File: src/bwl_regs.vh
// constants of the burst-wrap and read-latency configuration block
// assumes inclusion by bare name from the design files under src/
`ifndef BWL_REGS_VH
`define BWL_REGS_VH

// opcodes as seen on the serial link
`define BWL_OP_READ_CFG 8'h33
`define BWL_OP_WRITE_REGS 8'h01
`define BWL_OP_READ_ANY 8'h65
`define BWL_OP_WRITE_ANY 8'h71
`define BWL_OP_SET_BURST 8'h77
`define BWL_OP_NV_NV_WRITE_ENABLE_CMD 8'h06

// addresses used by the read-any and write-any register commands
`define BWL_ADDR_BOOT 24'h000004
`define BWL_ADDR_LIVE 24'h800004

// field layout, shared by the boot and the live copy
`define BWL_RSV_BIT 7
`define BWL_WL_HI 6
`define BWL_WL_LO 5
`define BWL_WE_BIT 4
`define BWL_LAT_HI 3
`define BWL_LAT_LO 0
`define BWL_WR_MASK 8'h7f
`define BWL_BOOT_RESET 8'h78

// position of the configuration byte within a write-registers frame
`define BWL_WRR_CFG_BYTE 2'd3

// read command classes presented by the array read engine
`define BWL_CLS_FIXED 3'd0
`define BWL_CLS_ONE 3'd1
`define BWL_CLS_VAR_SEQ 3'd2
`define BWL_CLS_VAR_WRAP 3'd3
`define BWL_CLS_REG 3'd4

// dummy cycle counts
`define BWL_DUMMY_NONE 4'd0
`define BWL_DUMMY_ONE 4'd1
`define BWL_DUMMY_CODE0 4'd8

// serial field lengths, as last bit index
`define BWL_CMD_LAST 5'd7
`define BWL_ADDR_LAST 5'd23
`define BWL_BYTE_LAST 5'd7

`endif

File: src/bwl_config.v
// burst-wrap and read-latency configuration with its serial command port
// assumes sck, cs_n, si and the reset pin are asynchronous to core_clk,
// sck at most an eighth of core_clk, spi mode 0, single-bit commands
`default_nettype none
`include "bwl_regs.vh"

module bwl_config (
  input wire core_clk,
  input wire resetn,
  input wire ce,
  input wire hw_reset_pin_n,
  input wire soft_reset,
  input wire spi_sck,
  input wire spi_cs_n,
  input wire spi_si,
  output reg spi_so,
  output reg spi_so_oe,
  input wire [2:0] array_read_class,
  output reg [3:0] array_dummy_cycles,
  output reg array_wrap_on,
  output reg [1:0] array_wrap_len,
  output reg [7:0] boot_cfg,
  output reg [7:0] live_cfg,
  output reg write_enabled
);

  localparam ST_IDLE = 3'd0;
  localparam ST_CMD = 3'd1;
  localparam ST_ADDR = 3'd2;
  localparam ST_DUMMY = 3'd3;
  localparam ST_IN = 3'd4;
  localparam ST_OUT = 3'd5;
  localparam ST_SKIP = 3'd6;

  // pin synchronisers: sck, cs_n, si, reset pin
  reg [3:0] sync1;
  reg [3:0] sync2;
  reg sck_d;
  reg cs_n_d;

  wire sck_s;
  wire cs_n_s;
  wire si_s;
  wire hw_rst_s_n;
  wire sck_rise;
  wire sck_fall;
  wire cs_fall;
  wire cs_rise;
  wire any_reset;

  reg [2:0] state;
  reg [4:0] bit_cnt;
  reg [7:0] opcode;
  reg [23:0] addr_sr;
  reg [7:0] in_sr;
  reg [7:0] out_sr;
  reg [1:0] byte_idx;
  reg [3:0] dummy_left;
  reg [7:0] pend_boot;
  reg pend_boot_v;
  reg [7:0] pend_live;
  reg pend_live_v;

  wire [7:0] next_in;
  wire [23:0] next_addr;
  wire [7:0] next_cfg_w;
  reg [7:0] addr_data;
  wire [3:0] reg_read_dummy;
  wire [3:0] arr_dummy;
  wire arr_wrap_on;
  wire [1:0] arr_wrap_len;

  always @(posedge core_clk or negedge resetn) begin
    if (!resetn) begin
      // idle levels: reset pin high, si low, cs_n high, sck low
      sync1 <= 4'ha;
      sync2 <= 4'ha;
      sck_d <= 1'b0;
      cs_n_d <= 1'b1;
    end else if (ce) begin
      sync1 <= {hw_reset_pin_n, spi_si, spi_cs_n, spi_sck};
      sync2 <= sync1;
      sck_d <= sck_s;
      cs_n_d <= cs_n_s;
    end
  end

  assign sck_s = sync2[0];
  assign cs_n_s = sync2[1];
  assign si_s = sync2[2];
  assign hw_rst_s_n = sync2[3];
  assign sck_rise = sck_s && !sck_d && !cs_n_s;
  assign sck_fall = !sck_s && sck_d && !cs_n_s;
  assign cs_fall = !cs_n_s && cs_n_d;
  assign cs_rise = cs_n_s && !cs_n_d;
  assign any_reset = !hw_rst_s_n || soft_reset;

  assign next_in = {in_sr[6:0], si_s};
  assign next_addr = {addr_sr[22:0], si_s};
  // reserved bit forced to zero on every write
  assign next_cfg_w = next_in & `BWL_WR_MASK;

  // read-any-register data by address; unmapped reads as zero
  always @* begin
    case (next_addr)
      `BWL_ADDR_BOOT: addr_data = boot_cfg;
      `BWL_ADDR_LIVE: addr_data = live_cfg;
      default: addr_data = 8'h00;
    endcase
  end

  // register read latency follows the live code
  bwl_latency u_reg_lat (
    .cfg(live_cfg),
    .read_class(`BWL_CLS_VAR_SEQ),
    .dummy_cycles(reg_read_dummy),
    .wrap_on(),
    .wrap_len()
  );

  // array read path decoded from the live copy only
  bwl_latency u_arr_lat (
    .cfg(live_cfg),
    .read_class(array_read_class),
    .dummy_cycles(arr_dummy),
    .wrap_on(arr_wrap_on),
    .wrap_len(arr_wrap_len)
  );

  always @(posedge core_clk or negedge resetn) begin
    if (!resetn) begin
      array_dummy_cycles <= `BWL_DUMMY_NONE;
      array_wrap_on <= 1'b0;
      array_wrap_len <= 2'b00;
    end else if (ce) begin
      array_dummy_cycles <= arr_dummy;
      array_wrap_on <= arr_wrap_on;
      array_wrap_len <= arr_wrap_len;
    end
  end

  // command sequencer
  always @(posedge core_clk or negedge resetn) begin
    if (!resetn) begin
      state <= ST_IDLE;
      bit_cnt <= 5'd0;
      opcode <= 8'h00;
      addr_sr <= 24'h000000;
      in_sr <= 8'h00;
      out_sr <= 8'h00;
      byte_idx <= 2'd0;
      dummy_left <= 4'd0;
      pend_boot <= 8'h00;
      pend_boot_v <= 1'b0;
      pend_live <= 8'h00;
      pend_live_v <= 1'b0;
      write_enabled <= 1'b0;
      spi_so <= 1'b0;
      spi_so_oe <= 1'b0;
    end else if (ce) begin
      if (any_reset) begin
        state <= ST_IDLE;
        bit_cnt <= 5'd0;
        pend_boot_v <= 1'b0;
        pend_live_v <= 1'b0;
        write_enabled <= 1'b0;
        spi_so_oe <= 1'b0;
      end else if (cs_rise) begin
        // frame end: writes from this frame commit now
        state <= ST_IDLE;
        spi_so_oe <= 1'b0;
        pend_boot_v <= 1'b0;
        pend_live_v <= 1'b0;
        if (opcode == `BWL_OP_WRITE_REGS || opcode == `BWL_OP_WRITE_ANY) begin
          write_enabled <= 1'b0;
        end
      end else if (cs_fall) begin
        state <= ST_CMD;
        bit_cnt <= 5'd0;
        byte_idx <= 2'd0;
        opcode <= 8'h00;
        pend_boot_v <= 1'b0;
        pend_live_v <= 1'b0;
      end else if (sck_fall) begin
        if (state == ST_OUT) begin
          // data only after the last command rise (read-config) or the last dummy rise (read-any)
          spi_so <= out_sr[7];
          spi_so_oe <= 1'b1;
          out_sr <= {out_sr[6:0], out_sr[7]};
        end
      end else if (sck_rise) begin
        case (state)
          ST_CMD: begin
            in_sr <= next_in;
            bit_cnt <= bit_cnt + 5'd1;
            if (bit_cnt == `BWL_CMD_LAST) begin
              bit_cnt <= 5'd0;
              opcode <= next_in;
              case (next_in)
                `BWL_OP_READ_CFG: begin
                  out_sr <= live_cfg;
                  state <= ST_OUT;
                end
                `BWL_OP_NV_NV_WRITE_ENABLE_CMD: begin
                  write_enabled <= 1'b1;
                  state <= ST_SKIP;
                end
                `BWL_OP_READ_ANY,
                `BWL_OP_WRITE_ANY: state <= ST_ADDR;
                `BWL_OP_WRITE_REGS,
                `BWL_OP_SET_BURST: state <= ST_IN;
                default: state <= ST_SKIP;
              endcase
            end
          end
          ST_ADDR: begin
            addr_sr <= next_addr;
            bit_cnt <= bit_cnt + 5'd1;
            if (bit_cnt == `BWL_ADDR_LAST) begin
              bit_cnt <= 5'd0;
              if (opcode == `BWL_OP_READ_ANY) begin
                out_sr <= addr_data;
                dummy_left <= reg_read_dummy;
                state <= ST_DUMMY;
              end else begin
                state <= ST_IN;
              end
            end
          end
          ST_DUMMY: begin
            dummy_left <= dummy_left - 4'd1;
            if (dummy_left == 4'd1) begin
              state <= ST_OUT;
            end
          end
          ST_IN: begin
            in_sr <= next_in;
            bit_cnt <= bit_cnt + 5'd1;
            if (bit_cnt == `BWL_BYTE_LAST) begin
              bit_cnt <= 5'd0;
              byte_idx <= byte_idx + 2'd1;
              case (opcode)
                `BWL_OP_WRITE_REGS: begin
                  // only the configuration byte lands here; boot copy only
                  if (byte_idx == `BWL_WRR_CFG_BYTE) begin
                    state <= ST_SKIP;
                    if (write_enabled) begin
                      pend_boot <= next_cfg_w;
                      pend_boot_v <= 1'b1;
                    end
                  end
                end
                `BWL_OP_SET_BURST: begin
                  pend_live <= next_cfg_w;
                  pend_live_v <= 1'b1;
                  state <= ST_SKIP;
                end
                `BWL_OP_WRITE_ANY: begin
                  state <= ST_SKIP;
                  if (write_enabled && addr_sr == `BWL_ADDR_BOOT) begin
                    pend_boot <= next_cfg_w;
                    pend_boot_v <= 1'b1;
                  end
                  if (write_enabled && addr_sr == `BWL_ADDR_LIVE) begin
                    pend_live <= next_cfg_w;
                    pend_live_v <= 1'b1;
                  end
                end
                default: state <= ST_SKIP;
              endcase
            end
          end
          ST_OUT: state <= ST_OUT;
          ST_SKIP: state <= ST_SKIP;
          default: state <= ST_IDLE;
        endcase
      end
    end
  end

  // configuration copies
  always @(posedge core_clk or negedge resetn) begin
    if (!resetn) begin
      boot_cfg <= `BWL_BOOT_RESET;
      live_cfg <= `BWL_BOOT_RESET;
    end else if (ce) begin
      if (any_reset) begin
        live_cfg <= boot_cfg;
      end else if (cs_rise) begin
        if (pend_boot_v) begin
          boot_cfg <= pend_boot;
        end
        if (pend_live_v) begin
          live_cfg <= pend_live;
        end
      end
    end
  end

endmodule
`default_nettype wire

File: src/bwl_latency.v
// latency and wrap decode for one read command class
// assumes cfg is the live copy, stable for the whole read
`default_nettype none
`include "bwl_regs.vh"

module bwl_latency (
  input wire [7:0] cfg,
  input wire [2:0] read_class,
  output reg [3:0] dummy_cycles,
  output wire wrap_on,
  output wire [1:0] wrap_len
);

  wire [3:0] lat_code;

  assign lat_code = cfg[`BWL_LAT_HI:`BWL_LAT_LO];

  always @* begin
    case (read_class)
      `BWL_CLS_FIXED: dummy_cycles = `BWL_DUMMY_NONE;
      `BWL_CLS_ONE: dummy_cycles = `BWL_DUMMY_ONE;
      // security-region and read-any reads follow the code too
      `BWL_CLS_VAR_SEQ,
      `BWL_CLS_VAR_WRAP,
      `BWL_CLS_REG: begin
        // code zero stands for eight cycles
        if (lat_code == 4'h0) begin
          dummy_cycles = `BWL_DUMMY_CODE0;
        end else begin
          dummy_cycles = lat_code;
        end
      end
      default: dummy_cycles = `BWL_DUMMY_NONE;
    endcase
  end

  // wrap only on wrap-capable array reads, active low enable
  assign wrap_on = (read_class == `BWL_CLS_VAR_WRAP) && !cfg[`BWL_WE_BIT];
  assign wrap_len = cfg[`BWL_WL_HI:`BWL_WL_LO];

endmodule
`default_nettype wire

File: config.mk
export PLATFORM = sky130hd
export DESIGN_NAME = bwl_config
export DESIGN_NICKNAME = d
export VERILOG_FILES = /design/src/bwl_config.v /design/src/bwl_latency.v
export VERILOG_INCLUDE_DIRS = /design/src /design/src/src
export SDC_FILE = /design/constraint.sdc
export NUM_CORES = 1
export LEC_CHECK = 0
export BUFFER_PORTS_ARGS = -buffer_cell sky130_fd_sc_hd__clkbuf_2
export CORE_ASPECT_RATIO = 0.9
export CORE_MARGIN = 3
export CORE_UTILIZATION = 40
export CTS_CLUSTER_SIZE = 20
export DETAILED_ROUTE_END_ITERATION = 8
export GPL_TIMING_DRIVEN = 0
export PLACE_DENSITY_LB_ADDON = 0.15
export SYNTH_ARGS = -nofsm -noshare
export SYNTH_HDL_FRONTEND = slang
export SYNTH_SLANG_ARGS = --single-unit
File: constraint.sdc
create_clock -name core_clk -period 2.62 [get_ports core_clk]
set_input_delay 0.262 -clock core_clk [delete_from_list [all_inputs] [get_ports core_clk]]
set_output_delay 0.262 -clock core_clk [all_outputs]
set_load 0.02 [all_outputs]
==> run summary <==
The flow ran to the end, and the final reports show no timing, DRC or antenna violations. Once detailed placement completed, the half-perimeter wirelength came to 9110 microns. Input and output buffers added on the ports amount to 33.

The clock-pin transition on the worst setup and hold timing paths came out at 70 ps. TritonCTS built the clock tree. Global routing finished with a remaining overflow of 0. Setup repair after global routing could not meet its margin everywhere. The largest individual stage delay along the critical path comes from the cell sky130_fd_sc_hd__dfstp_2. Walking the worst path, the cells encountered are inv_1 -> ha_1 -> nand3_1 -> nor2_4 -> nand3_2 -> clkbuf_2 -> mux2_2.

The detail route stage leaves a number of antenna-violating nets equal to 0. Setup violations remaining at the end of the flow were counted as 0. The number of synthesized flops with an enable pin came out at 0.

The fraction of final layout cells sized beyond drive strength 1 was 0.309. The run gives 350 ps as the source-to-sink clock delay at the later pin of the worst-skew pair. The detailed-routing iteration count for the pre-antenna-repair pass is 4, and the final worst-path cycle share is 0.955. The worst-case clock buffer depth was 2; the routed wire length was 12900 microns.

In this run, placement finished with an instance count of 696. The vias per cell was 5.55; the number of placed I/O pins was 37. For this run, the slowest stage of the critical path takes 620 ps. Summed over all cells, the static leakage comes to 2.91 nW. Synthesis inferred 111 register bits. The run gives 0.468 as the utilization after layout.

The cell class contributing the biggest share of worst-path delay is simple AND/OR/NAND/NOR gates. STA classifies the critical path endpoint as a flop. The number of rows created at floorplan was 40; the share of synthesized flip-flops with an asynchronous set or reset was 1.00. At the pin with the least slew margin, the transition time is 899 ps. The tools report the initial standard-cell utilization of the core as 0.412. The logs give 6310 microns for the routed length on met1 and 0.400 GHz for the achievable frequency. The die is 117 microns tall. Final hold analysis gives a worst-case slack of 7.94 ps. The tools report the sequential area share after synthesis as 0.506.

The routed length per placed instance was 18.1 microns. The overall die width was 130 microns. For the final-stage net count, the log shows 557. For the number of global-route vias before repair, the log shows 3922. The residual DRC count was 0.

The tools report the number of antenna violations at the first check in global routing as 0. The path class of the tightest hold or removal check is in2async. For the finished layout, the period the worst path requires is 2500 ps.

Setup total negative slack on the finished layout was measured at 0 ps. The first global-routing pass estimated 21100 microns of wire. The power density over the cells is 581 mW/mm^2, and the data arrival time of the critical path is 2740 ps.

Across all layers, the routed design uses 3955 vias. Across the VDD grid, the largest voltage drop is 0.306 mV. Each instance of the synthesized netlist takes up on average 11.2 sq um.

The logs give 0.175 for the global router's overall resource usage and 111 for the clock sink count. The logs give 0 for the number of warnings printed during yosys synthesis and 0 for the number of antenna cells inserted. The worst max-slew margin expressed relative to the limit is 0.401. The hold violation count in the final report is 0. The synthesized netlist contains 64 unique library cells. Length of routed met2 wiring: 5880 microns.

The violation count after the first detailed-routing iteration is 238. Among all flip-flop cells after synthesis, the most frequent one is sky130_fd_sc_hd__dfrtp_1. Hold repair after CTS inserted 0 buffers. CTS placed an instance of sky130_fd_sc_hd__clkbuf_16 at the clock tree root. Once routing completed, OpenROAD measured the worst setup slack at 118 ps.

Before CTS, the worst setup slack after placement is -137 ps. Entering global routing, the biggest net connects 112 pins. The congestion estimate from routability-driven global placement came to 0.886. After floorplanning, the core was sized to cover 0.0134 sq mm.

Critical setup path kind: reg2reg. The largest driver fanout on the critical path was 10. The worst endpoint required time was 2860 ps. The final number of max-transition violations came out at 0.

The category of the worst setup path launch point was a flop. In this run the number of H-tree levels came out at 3. For the number of instances in the synthesized netlist, the log shows 494. The finished layout holds 712 standard cells, fillers aside. In this run, CTS created clock tree buffers numbering 9. The combined area of all synthesized cells was 0.00552 sq mm; the number of buffers and inverters on the critical path was 2.

The tools report the met3 wirelength from detailed routing as 591 microns. The detailed router used layers up to and including met4. The final clock skew came out at 4.49 ps.

For the die area, the log shows 0.0153 sq mm. Relative to the synthesized area, the layout overhead comes to 13.6%. The tool flagged a number of max-cap violations equal to 0.
-- through the flow --
step | power (W) | instance area [sq um]
after floorplan | 0.00207 | 5530
after global placement | 0.00220 | 5900
after detailed placement | 0.00221 | 5910
after CTS | 0.00368 | 6240
after global routing | 0.00380 | 6270
final | 0.00364 | 6270
-- synth_stat cells (7+ instances only) --
cell	instances	share of area
sky130_fd_sc_hd__nor2b_1	18	0.020
sky130_fd_sc_hd__nand3_1	17	0.015
sky130_fd_sc_hd__nand2_1	39	0.027
sky130_fd_sc_hd__a21oi_1	18	0.016
sky130_fd_sc_hd__mux2i_1	8	0.014
sky130_fd_sc_hd__a221o_1	7	0.013
sky130_fd_sc_hd__dfrtp_1	98	0.44
sky130_fd_sc_hd__ha_1	7	0.016
sky130_fd_sc_hd__a31o_2	7	0.011
sky130_fd_sc_hd__inv_1	14	0.0095
sky130_fd_sc_hd__clkbuf_1	18	0.012
sky130_fd_sc_hd__dfstp_2	13	0.062
sky130_fd_sc_hd__mux2_2	72	0.15
sky130_fd_sc_hd__nor2_1	20	0.014
sky130_fd_sc_hd__o21ai_0	23	0.021
sky130_fd_sc_hd__nor3_1	9	0.0082
sky130_fd_sc_hd__and2_1	9	0.010
-- final cells by class --
class,count,area (sq um)
Inverter,14,52.6
Clock buffer,12,256
Tap cell,168,210
Timing Repair Buffer,34,181
Multi-Input combinational cell,344,2600
Fill cell,1241,7140
Sequential cell,111,2790
Buffer,25,115
Clock inverter,4,61.3
-- worst paths after layout --
| path | from | end | slack [ps] | depth (start not counted) |
|---|---|---|---|---|
| max in group asynchronous | resetn | bit_cnt[2] | 1970 | 1 |
| min in group core_clk | spi_si | sync1[2] | 140 | 2 |
| max | sync2[1] | addr_sr[4] | 120 | 7 |
| min | resetn | dummy_left[2] | 8 | 1 |
| max reg2reg | sync2[1] | addr_sr[4] | 120 | 7 |
| min reg2reg | sync1[1] | sync2[1] | 490 | 2 |
-- metal layers --
layer | global-route usage | up-vias
met2 | 0.262 | 73
met5 | 0 | -
li1 | - | 1894
met3 | 0.0499 | 6
met4 | 0.0273 | 0
met1 | 0.259 | 1982
-- flip-flops by register name (all words and copies together) (netlist names), 5 cells and up --
| name | count |
|---|---|
| addr_sr | 24 |
| bit_cnt | 5 |
| boot_cfg | 7 |
| in_sr | 7 |
| live_cfg | 7 |
| opcode | 8 |
| out_sr | 8 |
| pend_boot | 7 |
| pend_live | 7 |
-- power by group --
| group | internal (W) | switching (W) | total (W) |
|---|---|---|---|
| combinational | 0.000122 | 0.000257 | 0.000379 |
| sequential | 0.00176 | 0.0000430 | 0.00181 |
| clock | 0.000810 | 0.000644 | 0.00145 |
-- cell usage in the layout (no fill, tap or decap), types with 4 or more instances in the layout --
cell type / n
sky130_fd_sc_hd__nand3_1: 16
sky130_fd_sc_hd__o21ai_0: 23
sky130_fd_sc_hd__a31o_2: 7
sky130_fd_sc_hd__clkbuf_16: 9
sky130_fd_sc_hd__nor2_1: 19
sky130_fd_sc_hd__a221o_1: 7
sky130_fd_sc_hd__dfrtp_1: 98
sky130_fd_sc_hd__mux2_2: 72
sky130_fd_sc_hd__nand4_1: 5
sky130_fd_sc_hd__a21oi_1: 17
sky130_fd_sc_hd__mux2i_1: 8
sky130_fd_sc_hd__a31oi_1: 6
sky130_fd_sc_hd__ha_1: 7
sky130_fd_sc_hd__nor2b_1: 18
sky130_fd_sc_hd__nor3_1: 9
sky130_fd_sc_hd__and3_1: 6
sky130_fd_sc_hd__buf_2: 4
sky130_fd_sc_hd__o211ai_1: 5
sky130_fd_sc_hd__dfstp_2: 13
sky130_fd_sc_hd__and2_1: 9
sky130_fd_sc_hd__inv_1: 14
sky130_fd_sc_hd__nand2_1: 38
sky130_fd_sc_hd__clkbuf_1: 16
sky130_fd_sc_hd__nor4_1: 5
sky130_fd_sc_hd__clkbuf_2: 33
-- cells by family after synthesis --
group / Yosys count / share of synthesized area
compound gates: 95 / 0.125
xor+xnor: 3 / 0.00476
fa+ha+maj: 7 / 0.0159
buf+inv: 40 / 0.0306
flops: 111 / 0.506
mux: 80 / 0.161
other cells: 1 / 0.000679
simple gates: 157 / 0.156
-- what timing repair did --
item                       4_1_cts  5_1_grt
gates cloned                     0        0
setup buffers                    0        1
setup endpoints to repair       23       34
resized for setup                4        7
pin swaps                        0        1
Note: power is estimated with default switching activity, not from simulation.
